**config.mk**
```make
export PLATFORM = sky130hd
export DESIGN_NAME = pll_lpm_ctrl
export DESIGN_NICKNAME = d
export VERILOG_FILES = /design/src/pll_lpm_pkg.sv /design/src/pll_lpm_ctrl.sv
export SDC_FILE = /design/constraint.sdc
export NUM_CORES = 1
export LEC_CHECK = 0
export BUFFER_PORTS_ARGS = -buffer_cell sky130_fd_sc_hd__buf_2
export CORE_MARGIN = 2
export CORE_UTILIZATION = 41
export CTS_CLUSTER_SIZE = 16
export DETAILED_ROUTE_END_ITERATION = 10
export MAX_ROUTING_LAYER = met4
export PLACE_DENSITY = 0.7
export SYNTH_ARGS = -nofsm -noshare
export SYNTH_HDL_FRONTEND = slang
export SYNTH_SLANG_ARGS = --single-unit
```
**constraint.sdc**
```tcl
create_clock -name i_mclk -period 2.33 [get_ports i_mclk]
set_input_delay 0.3495 -clock i_mclk [delete_from_list [all_inputs] [get_ports i_mclk]]
set_output_delay 0.3495 -clock i_mclk [all_outputs]
set_load 0.005 [all_outputs]
```
**src/pll_lpm_pkg.sv**
```systemverilog
package pll_lpm_pkg;
	// register byte offsets
	localparam logic [7:0] PLL_STS_OFF  = 8'h00;
	localparam logic [7:0] PLL_MULT_OFF = 8'h04;
	localparam logic [7:0] LOCK_PRD_OFF = 8'h08;
	localparam logic [7:0] LPM_CTRL_OFF = 8'h0c;
	localparam logic [7:0] INT_STS_OFF  = 8'h10;
	localparam logic [7:0] INT_MASK_OFF = 8'h14;
	// status register fields
	localparam int LOCK_BIT  = 0;
	localparam int PD_BIT    = 2;
	localparam int MCF_BIT   = 3;
	localparam int REARM_BIT = 4;
	// interrupt status fields
	localparam int INT_MISSING = 0;
	localparam int INT_LOCKED  = 1;
	localparam int INT_WAKE    = 2;
	localparam int NUM_INT     = 3;
	// reset values
	localparam logic [15:0]        LOCK_PRD_RST = 16'hffff;
	localparam logic               PD_RST       = 1'b0;
	localparam logic               LOCK_RST     = 1'b1;
	localparam logic [1:0]         LPM_RST      = 2'h0;
	localparam logic [NUM_INT-1:0] INT_MASK_RST = 3'h0;
	// low-power select codes
	localparam logic [1:0] LPM_STANDBY = 2'h1;
	// bus responses
	localparam logic [1:0] RESP_OKAY   = 2'h0;
	localparam logic [1:0] RESP_SLVERR = 2'h2;

	typedef enum logic [1:0] {SRC_PLL, SRC_REF_DIV2, SRC_LIMP} clk_src_t;
	typedef enum logic [1:0] {LP_RUN, LP_STANDBY, LP_HALT} lp_state_t;

	// clock enables handed to the clock tree
	typedef struct packed {
		logic osc;
		logic pll;
		logic cpu;
		logic sys;
	} clk_gate_t;

	// qualified wake sources
	typedef struct packed {
		logic gpio;
		logic wdog;
		logic dbg;
	} wake_t;
endpackage : pll_lpm_pkg

```
**src/pll_lpm_ctrl.sv**
```systemverilog
`timescale 1ns/1ns
module pll_lpm_ctrl #(
	parameter int MULT_W = 4
) (
	input  wire logic                  i_mclk,            // 100 MHz system clock
	input  wire logic                  i_nrst,            // external reset pin, async, low
	input  wire logic                  i_ref_tick,        // one pulse per reference osc cycle
	input  wire logic                  i_osc_missing,     // detector: oscillator lost
	input  wire logic                  i_auto_fallback,   // detector switched secondary to primary
	input  wire logic                  i_protected_we,    // protected-register write enable
	input  wire logic                  i_idle_exec,       // idle instruction executed
	input  wire pll_lpm_pkg::wake_t    i_wake,            // qualified wake sources
	input  wire logic                  i_axi_awvalid,     // write address valid
	input  wire logic [7:0]            i_axi_awaddr,      // write address
	input  wire logic                  i_axi_wvalid,      // write data valid
	input  wire logic [31:0]           i_axi_wdata,       // write data
	input  wire logic [3:0]            i_axi_wstrb,       // write byte strobes
	input  wire logic                  i_axi_bready,      // write response ready
	input  wire logic                  i_axi_arvalid,     // read address valid
	input  wire logic [7:0]            i_axi_araddr,      // read address
	input  wire logic                  i_axi_rready,      // read data ready
	output logic                       o_axi_awready,     // write address ready
	output logic                       o_axi_wready,      // write data ready
	output logic                       o_axi_bvalid,      // write response valid
	output logic [1:0]                 o_axi_bresp,       // write response
	output logic                       o_axi_arready,     // read address ready
	output logic                       o_axi_rvalid,      // read data valid
	output logic [31:0]                o_axi_rdata,       // read data
	output logic [1:0]                 o_axi_rresp,       // read response
	output pll_lpm_pkg::clk_gate_t     o_clk_gate,        // clock enables
	output pll_lpm_pkg::clk_src_t      o_cpu_clk_src,     // CPU clock source select
	output logic [MULT_W-1:0]          o_pll_mult,        // multiplier to the PLL
	output logic                       o_dev_reset,       // device reset pulse
	output logic                       o_jtag_clk_en,     // debug port clock enable
	output logic                       o_irq              // level interrupt
);
	// elaboration check: the read mux pads the multiplier into one word
	if (MULT_W < 1 || MULT_W > 16) begin : g_bad_mult_w
		$error("MULT_W must be 1 to 16");
	end

	// control and status state
	logic                      pll_power_down;
	logic                      missing_clock_flag;
	logic                      armed;
	logic                      limp;
	logic                      pll_lock_flag;
	logic                      locking;
	logic [15:0]               lock_count;
	logic [15:0]               pll_lock_wait_period;
	logic [1:0]                lowpower_ctrl;
	logic [pll_lpm_pkg::NUM_INT-1:0] int_sts;
	logic [pll_lpm_pkg::NUM_INT-1:0] int_mask;
	logic [7:0]                aw_addr;
	logic [31:0]               w_data;
	logic [3:0]                w_strb;
	pll_lpm_pkg::lp_state_t    lp_state;
	pll_lpm_pkg::lp_state_t    next_lp_state;

	// bus decode: a write fires once address and data are both held
	wire        wr_fire  = !o_axi_awready && !o_axi_wready && !o_axi_bvalid;
	wire [7:0]  wr_word  = {aw_addr[7:2], 2'b00};
	wire [7:0]  rd_word  = {i_axi_araddr[7:2], 2'b00};
	wire        rd_take  = i_axi_arvalid && o_axi_arready;
	wire        sel_sts  = wr_word == pll_lpm_pkg::PLL_STS_OFF;
	wire        sel_mult = wr_word == pll_lpm_pkg::PLL_MULT_OFF;
	wire        sel_prd  = wr_word == pll_lpm_pkg::LOCK_PRD_OFF;
	wire        sel_lpm  = wr_word == pll_lpm_pkg::LPM_CTRL_OFF;
	wire        sel_ist  = wr_word == pll_lpm_pkg::INT_STS_OFF;
	wire        sel_imk  = wr_word == pll_lpm_pkg::INT_MASK_OFF;
	wire        wr_hit   = sel_sts || sel_mult || sel_prd || sel_lpm || sel_ist || sel_imk;
	wire        wr_b0    = wr_fire && w_strb[0];
	wire        sts_wr   = wr_b0 && sel_sts;
	wire        mult_wr  = wr_b0 && sel_mult;
	wire        lpm_wr   = wr_b0 && sel_lpm;
	wire        imk_wr   = wr_b0 && sel_imk;
	wire        prd_wr   = wr_fire && sel_prd && (w_strb[1:0] != 2'h0);
	wire        rearm    = sts_wr && w_data[pll_lpm_pkg::REARM_BIT];

	// byte-lane merge of the lock period
	wire [15:0] prd_merge = {w_strb[1] ? w_data[15:8] : pll_lock_wait_period[15:8],
	                         w_strb[0] ? w_data[7:0]  : pll_lock_wait_period[7:0]};

	// events
	wire        miss_event = i_osc_missing && armed;
	wire        lock_done  = locking && (lock_count == 16'h0000) && !mult_wr;
	wire        wake_event = (lp_state != pll_lpm_pkg::LP_RUN) && (next_lp_state == pll_lpm_pkg::LP_RUN);
	wire [pll_lpm_pkg::NUM_INT-1:0] int_events = {wake_event, lock_done, miss_event};
	wire        ist_rd_clr = rd_take && (rd_word == pll_lpm_pkg::INT_STS_OFF);
	// hardware set wins over the read clear
	wire [pll_lpm_pkg::NUM_INT-1:0] next_int_sts  = (ist_rd_clr ? '0 : int_sts) | int_events;
	wire [pll_lpm_pkg::NUM_INT-1:0] next_int_mask = imk_wr ? w_data[pll_lpm_pkg::NUM_INT-1:0] : int_mask;

	// status word: re-arm bit and reserved bit 1 read as zero
	wire [31:0] sts_word = {27'h0, 1'b0, missing_clock_flag, pll_power_down, 1'b0, pll_lock_flag};

	// read mux, unmapped addresses answer with an error and zero data
	wire        rd_hit = (rd_word == pll_lpm_pkg::PLL_STS_OFF)  || (rd_word == pll_lpm_pkg::PLL_MULT_OFF) ||
	                     (rd_word == pll_lpm_pkg::LOCK_PRD_OFF) || (rd_word == pll_lpm_pkg::LPM_CTRL_OFF) ||
	                     (rd_word == pll_lpm_pkg::INT_STS_OFF)  || (rd_word == pll_lpm_pkg::INT_MASK_OFF);
	wire [31:0] rd_mux = (rd_word == pll_lpm_pkg::PLL_STS_OFF)  ? sts_word :
	                     (rd_word == pll_lpm_pkg::PLL_MULT_OFF) ? {{(32-MULT_W){1'b0}}, o_pll_mult} :
	                     (rd_word == pll_lpm_pkg::LOCK_PRD_OFF) ? {16'h0, pll_lock_wait_period} :
	                     (rd_word == pll_lpm_pkg::LPM_CTRL_OFF) ? {30'h0, lowpower_ctrl} :
	                     (rd_word == pll_lpm_pkg::INT_STS_OFF)  ? {29'h0, int_sts} :
	                     (rd_word == pll_lpm_pkg::INT_MASK_OFF) ? {29'h0, int_mask} : 32'h0;

	// low-power state machine
	always_comb begin
		next_lp_state = lp_state;
		unique case (lp_state)
			pll_lpm_pkg::LP_RUN: begin
				// idle entry
				// mode 00 is plain idle: nothing changes here
				if (i_idle_exec && lowpower_ctrl[1]) begin
					next_lp_state = pll_lpm_pkg::LP_HALT;
				end else if (i_idle_exec && lowpower_ctrl == pll_lpm_pkg::LPM_STANDBY) begin
					next_lp_state = pll_lpm_pkg::LP_STANDBY;
				end
			end
			pll_lpm_pkg::LP_STANDBY: begin
				if (i_wake.gpio || i_wake.wdog || i_wake.dbg) begin
					next_lp_state = pll_lpm_pkg::LP_RUN;
				end
			end
			pll_lpm_pkg::LP_HALT: begin
				// halt exits
				// watchdog is dead in halt, so it cannot wake
				if (i_wake.gpio || i_wake.dbg) begin
					next_lp_state = pll_lpm_pkg::LP_RUN;
				end
			end
			default: begin
				next_lp_state = pll_lpm_pkg::LP_RUN;
			end
		endcase
		if (o_dev_reset) begin
			next_lp_state = pll_lpm_pkg::LP_RUN;
		end
	end

	// clock enables follow the next state so outputs match the state register
	// gating
	wire next_pd = o_dev_reset ? pll_lpm_pkg::PD_RST :
	               (sts_wr ? w_data[pll_lpm_pkg::PD_BIT] : pll_power_down);
	wire pll_lpm_pkg::clk_gate_t next_gate = '{
		osc: next_lp_state != pll_lpm_pkg::LP_HALT,
		pll: !next_pd && (next_lp_state != pll_lpm_pkg::LP_HALT),
		cpu: next_lp_state == pll_lpm_pkg::LP_RUN,
		sys: next_lp_state == pll_lpm_pkg::LP_RUN
	};
	wire next_limp    = miss_event ? 1'b1 : ((i_auto_fallback || rearm) ? 1'b0 : limp);
	wire next_locking = mult_wr ? 1'b1 : (lock_done ? 1'b0 : locking);
	wire pll_lpm_pkg::clk_src_t next_src = next_limp ? pll_lpm_pkg::SRC_LIMP :
	                                       (next_locking ? pll_lpm_pkg::SRC_REF_DIV2 : pll_lpm_pkg::SRC_PLL);

	// AXI write channel handshake
	always_ff @(posedge i_mclk or negedge i_nrst) begin
		if (!i_nrst) begin
			o_axi_awready <= 1'b1;
			o_axi_wready  <= 1'b1;
			o_axi_bvalid  <= 1'b0;
			o_axi_bresp   <= pll_lpm_pkg::RESP_OKAY;
			aw_addr       <= 8'h00;
			w_data        <= 32'h0000_0000;
			w_strb        <= 4'h0;
		end else begin
			if (i_axi_awvalid && o_axi_awready) begin
				o_axi_awready <= 1'b0;
				aw_addr       <= i_axi_awaddr;
			end
			if (i_axi_wvalid && o_axi_wready) begin
				o_axi_wready <= 1'b0;
				w_data       <= i_axi_wdata;
				w_strb       <= i_axi_wstrb;
			end
			if (wr_fire) begin
				o_axi_bvalid <= 1'b1;
				o_axi_bresp  <= wr_hit ? pll_lpm_pkg::RESP_OKAY : pll_lpm_pkg::RESP_SLVERR;
			end
			if (o_axi_bvalid && i_axi_bready) begin
				o_axi_bvalid  <= 1'b0;
				o_axi_awready <= 1'b1;
				o_axi_wready  <= 1'b1;
			end
		end
	end

	// AXI read channel, one cycle from address to data
	always_ff @(posedge i_mclk or negedge i_nrst) begin
		if (!i_nrst) begin
			o_axi_arready <= 1'b1;
			o_axi_rvalid  <= 1'b0;
			o_axi_rdata   <= 32'h0000_0000;
			o_axi_rresp   <= pll_lpm_pkg::RESP_OKAY;
		end else if (rd_take) begin
			o_axi_arready <= 1'b0;
			o_axi_rvalid  <= 1'b1;
			o_axi_rdata   <= rd_mux;
			o_axi_rresp   <= rd_hit ? pll_lpm_pkg::RESP_OKAY : pll_lpm_pkg::RESP_SLVERR;
		end else if (o_axi_rvalid && i_axi_rready) begin
			o_axi_rvalid  <= 1'b0;
			o_axi_arready <= 1'b1;
		end
	end

	// missing-clock detector state; a new loss beats a same-cycle clear
	always_ff @(posedge i_mclk or negedge i_nrst) begin
		if (!i_nrst) begin
			missing_clock_flag <= 1'b0;
			armed              <= 1'b1;
			limp               <= 1'b0;
			o_dev_reset        <= 1'b0;
		end else begin
			o_dev_reset <= miss_event;
			limp        <= next_limp;
			if (miss_event) begin
				missing_clock_flag <= 1'b1;
				armed              <= 1'b0;
			end else if (i_auto_fallback || rearm) begin
				missing_clock_flag <= 1'b0;
				armed              <= 1'b1;
			end
		end
	end

	// software controls, cleared by the device reset as well as the pin, except the interrupt mask, which only the pin clears
	always_ff @(posedge i_mclk or negedge i_nrst) begin
		if (!i_nrst) begin
			pll_power_down <= pll_lpm_pkg::PD_RST;
			lowpower_ctrl  <= pll_lpm_pkg::LPM_RST;
			int_mask       <= pll_lpm_pkg::INT_MASK_RST;
			o_pll_mult     <= '0;
		end else begin
			pll_power_down <= next_pd;
			if (o_dev_reset) begin
				lowpower_ctrl <= pll_lpm_pkg::LPM_RST;
				o_pll_mult    <= '0;
			end else begin
				if (lpm_wr) begin
					lowpower_ctrl <= w_data[1:0];
				end
				if (mult_wr) begin
					o_pll_mult <= w_data[MULT_W-1:0];
				end
			end
			int_mask <= next_int_mask;
		end
	end

	// lock period: only the pin resets it, device reset leaves it alone
	// period register
	always_ff @(posedge i_mclk or negedge i_nrst) begin
		if (!i_nrst) begin
			pll_lock_wait_period <= pll_lpm_pkg::LOCK_PRD_RST;
		end else if (prd_wr && i_protected_we) begin
			pll_lock_wait_period <= prd_merge;
		end
	end

	// lock counter runs on reference ticks; period 0 locks on the next cycle
	always_ff @(posedge i_mclk or negedge i_nrst) begin
		if (!i_nrst) begin
			locking       <= 1'b0;
			lock_count    <= 16'h0000;
			pll_lock_flag <= pll_lpm_pkg::LOCK_RST;
		end else begin
			locking <= next_locking;
			if (mult_wr) begin
				lock_count    <= pll_lock_wait_period;
				pll_lock_flag <= 1'b0;
			end else if (lock_done) begin
				pll_lock_flag <= 1'b1;
			end else if (locking && i_ref_tick) begin
				lock_count <= lock_count - 16'h0001;
			end
		end
	end

	// state, clock outputs and interrupt
	always_ff @(posedge i_mclk or negedge i_nrst) begin
		if (!i_nrst) begin
			lp_state      <= pll_lpm_pkg::LP_RUN;
			o_clk_gate    <= '{osc: 1'b1, pll: 1'b1, cpu: 1'b1, sys: 1'b1};
			o_cpu_clk_src <= pll_lpm_pkg::SRC_PLL;
			o_jtag_clk_en <= 1'b0;
			int_sts       <= '0;
			o_irq         <= 1'b0;
		end else begin
			lp_state      <= next_lp_state;
			o_clk_gate    <= next_gate;
			o_cpu_clk_src <= next_src;
			o_jtag_clk_en <= 1'b1;
			int_sts       <= next_int_sts;
			o_irq         <= |(next_int_sts & next_int_mask);
		end
	end
endmodule : pll_lpm_ctrl

```
==> results.md <==
- Fmax: 502 MHz
- First-pass DRT Iterations: 4
- Post-DRT Antenna Nets: 0
- Multiplexer share of the synthesized area: 12.0%
- Non-Filler Instances: 645
- Sequential fraction of design power: 54.7%
- Worst hold path class: input port to asynchronous set/reset pin
- Post-synthesis instance area: 4730 um2
- Worst Setup Start Kind: flip-flop
- Residual DRC: 0
- Largest stage delay, worst path: 510 ps
- CP Data Arrival Time: 2250 ps
- Most common cell after layout, fill and taps aside: dfrtp_1
- Net Sw Frac: 29.0%
- Setup crit end kind: flip-flop
- Setup TNS: 0 ps
- Slew Limit Headroom: 48.9%
- Synth Area in XOR/XNOR: 2.22%
- Maximum ir drop on the vdd rail: 568 uV
- I/O pin cnt: 121
- First-pass GRT wire length: 16.0 mm
- Post-Syn Instances: 415
- EDFF count, synth: 0
- Hold bufs inserted after CTS: 0
- Worst path depth: 5
- Nets@finish: 566
- CP max FO: 7
- Fraction of layout cells with a size suffix above 1: 35.1%
- Setup Viol. Count Final: 0
- Status: completed
- Cts bufs inserted: 9
- CP Class: flip-flop to flip-flop
- Max_cap viols: 0
- Initial antenna violation count: 0
- Buf/Inv on CP: 0
- Max-slew violation count: 0
- Core area: 11,300 um2
- Complex-gate fraction of the synthesized area: 10.2%
- Hold Vio Cnt, Final: 0
- Die Ht: 111 um
- Leading register cell type out of synthesis: dfrtp_1
- # fillers: 1,026
- Clock Tree Root: clkbuf_16
- Simple-gate share of the synthesized area: 12.5%
- Most frequent cells in the layout: 82 x dfrtp_1, 79 x buf_2, 44 x mux2_2
- Post-detail-place hpwl: 7.19 mm
- RSZ-0062 raised after global routing: no
- Synth Area in Adders: 0.529%
- Async S/R FF share, synth: 100%
- Vias per std cell: 5.17
- Seq cells post-synth: 106
- Rows: 39
- Worst Skew: 6.92 ps
- Syn Area/Cell: 11.4 um2
- Net load switching power: 0.00151 W
- CP max stage cell: a21boi_1
- Total congestion overflow: 0
- Post-synth top area share: 43.4%
- Clock latency at the later pin of the worst-skew pair: 340 ps
- Postcts setup bufs: 0
- Leakage: 2.51 nW
- Initial Utilization: 41.8%
- Diode count: 0
- Worst r2r path cells: 5
- WL final: 9.72 mm
- Final min period: 1990 ps
- Synth warn: 0
- Vias: 3,332
- Top cells by area, synth: dfrtp_1 43%, dfstp_2 13%, mux2_2 10%, buf_4 3.2%, nand2_1 3.2%
- CTS tree: built
- CP cell instances: nor4_1 > a21boi_1 > nand4b_1 > xor2_1 > o21ai_0
- P&R area growth vs syn: 16.5%
- IO buf count: 80
- Avg WL per Cell: 15.1 um
- CTS Sinks: 106
- Worst-Margin Slew: 764 ps
- Largest family of logic cells by synthesized area: simple AND/OR/NAND/NOR gates
- Largest net degree at the start of global routing: 45
- Tcrit/Tclk final: 85.5%
- Internal: 0.00370 W
- GR Util All Layers: 16.4%
- Yosys cell types: 46
- Crit path required time: 2590 ps
- Drt initial violations: 221
- Cell taking the most area after synthesis: dfrtp_1
- Placer congestion estimate: 0.807
- Resized cells post-CTS: 0
- Seq/Total Area, Yosys: 56.7%
- Logic pwr share: 19.1%
- Cell Count Post-Placement: 629
- Number of H-tree levels: 3
- Number of global-route vias before repair: 3,243
- P per Cell Area: 945 nW/um2
- Die area: 12,400 um2
- Clock Path Buffers: 2
- Clock group share of total power: 26.2%
- Family with the most delay on the worst path: simple AND/OR/NAND/NOR gates
- DIE WIDTH: 111 um
- CTS clk-pin slew, worst paths: 70 ps
==> power groups by stage <==
| stage | clock [W] | combinational [W] | sequential (W) |
|---|---|---|---|
| 5_1_grt | 0.00148 | 0.00112 | 0.00292 |
| 4_1_cts | 0.00139 | 0.00101 | 0.00285 |
| 2_1_floorplan | 0 | 0.000763 | 0.00273 |
| 3_3_place_gp | 0 | 0.000962 | 0.00284 |
| 6_report | 0.00136 | 0.000993 | 0.00285 |
| 3_5_place_dp | 0 | 0.00101 | 0.00288 |
==> cell families (layout without fill, tap and decap cells) <==
logic type                 Yosys count  after routing
buffers and inverters               49            119
DFF                                106            106
adders and majority gates            2              2
other                                2             19
and+or+nand+nor                    117            117
xor gates and xnor gates            12             12
muxes                               51             51
AOI/OAI and AO/OA                   76             76
==> cell type report <==
cell class | count | area [um2] | share of cell area [%]
inverter | 13 | 48.8 | 0.885
tap | 143 | 179 | 3.25
clock buffer | 12 | 236 | 4.29
multi-input combinational | 277 | 1850 | 33.5
timing repair buffer | 90 | 490 | 8.90
clock inverter | 4 | 26.3 | 0.477
sequential | 106 | 2680 | 48.7
==> per-layer routing <==
layer  wire [um]  up-vias  share of wire [%]  GRT usage [%]
met5           0        -                  0              -
met4         127        0                1.3           5.19
met3         442       11                4.5           3.32
met2        4690       89                 48           24.8
met1        4450     1656                 46           22.6
li1            -     1576                  -              -
==> through the flow <==
stage / setup WS [ps] / utilization [%] / cell area [um2] / power [W] / hold WS, ps
after floorplan: 326 / - / 4790 / 0.00349 / 53.9
after global placement: 237 / 46.4 / 5250 / 0.00380 / 383
after detailed placement: 219 / 46.4 / 5250 / 0.00388 / 385
after CTS: 315 / 48.7 / 5510 / 0.00525 / 20.6
after global routing: 105 / 48.7 / 5510 / 0.00552 / 43.3
final: 337 / 48.7 / 5510 / 0.00521 / 8.27
==> final timing paths <==
path | startpoint | endpoint | slack [ps]
min in group i_mclk | i_axi_awvalid | o_axi_awready | 170
setup reg to reg | lock_count[8] | lock_count[14] | 340
hold reg to reg | o_axi_rresp[1] | o_axi_rresp[1] | 480
setup / recovery | lock_count[8] | lock_count[14] | 340
max in group asynchronous | i_nrst | pll_lock_wait_period[11] | 1610
hold / removal | i_nrst | o_axi_rdata[1] | 8
==> cells in the mapped netlist (2+ instances only) <==
cell,number
buf_2,2
nand4_1,4
nor2_1,25
and3_1,3
nand3b_1,5
nand2b_1,2
nor4b_1,2
a21oi_1,17
ha_1,2
inv_1,13
o21ai_0,25
nand3_1,10
clkbuf_1,13
a22o_1,14
a21o_1,4
xor2_1,9
mux2_2,44
dfstp_2,24
nor2b_1,3
xnor2_1,3
a32o_1,2
a31oi_1,5
nor4_1,3
o41ai_1,2
conb_1,2
buf_4,20
dfrtp_1,82
and4_1,3
nand2_1,40
o22ai_1,2
nor3_1,9
mux2i_1,7
==> state kept, by name, indices dropped and copies added (netlist names), 2 cells and up <==
signal / flops
o_axi_rdata: 16
w_data: 16
int_sts: 3
o_clk_gate: 3
aw_addr: 6
lowpower_ctrl: 2
int_mask: 3
pll_lock_wait_period: 16
w_strb: 2
o_pll_mult: 4
lock_count: 16
lp_state: 2
Power figures use the tool's default switching activity.
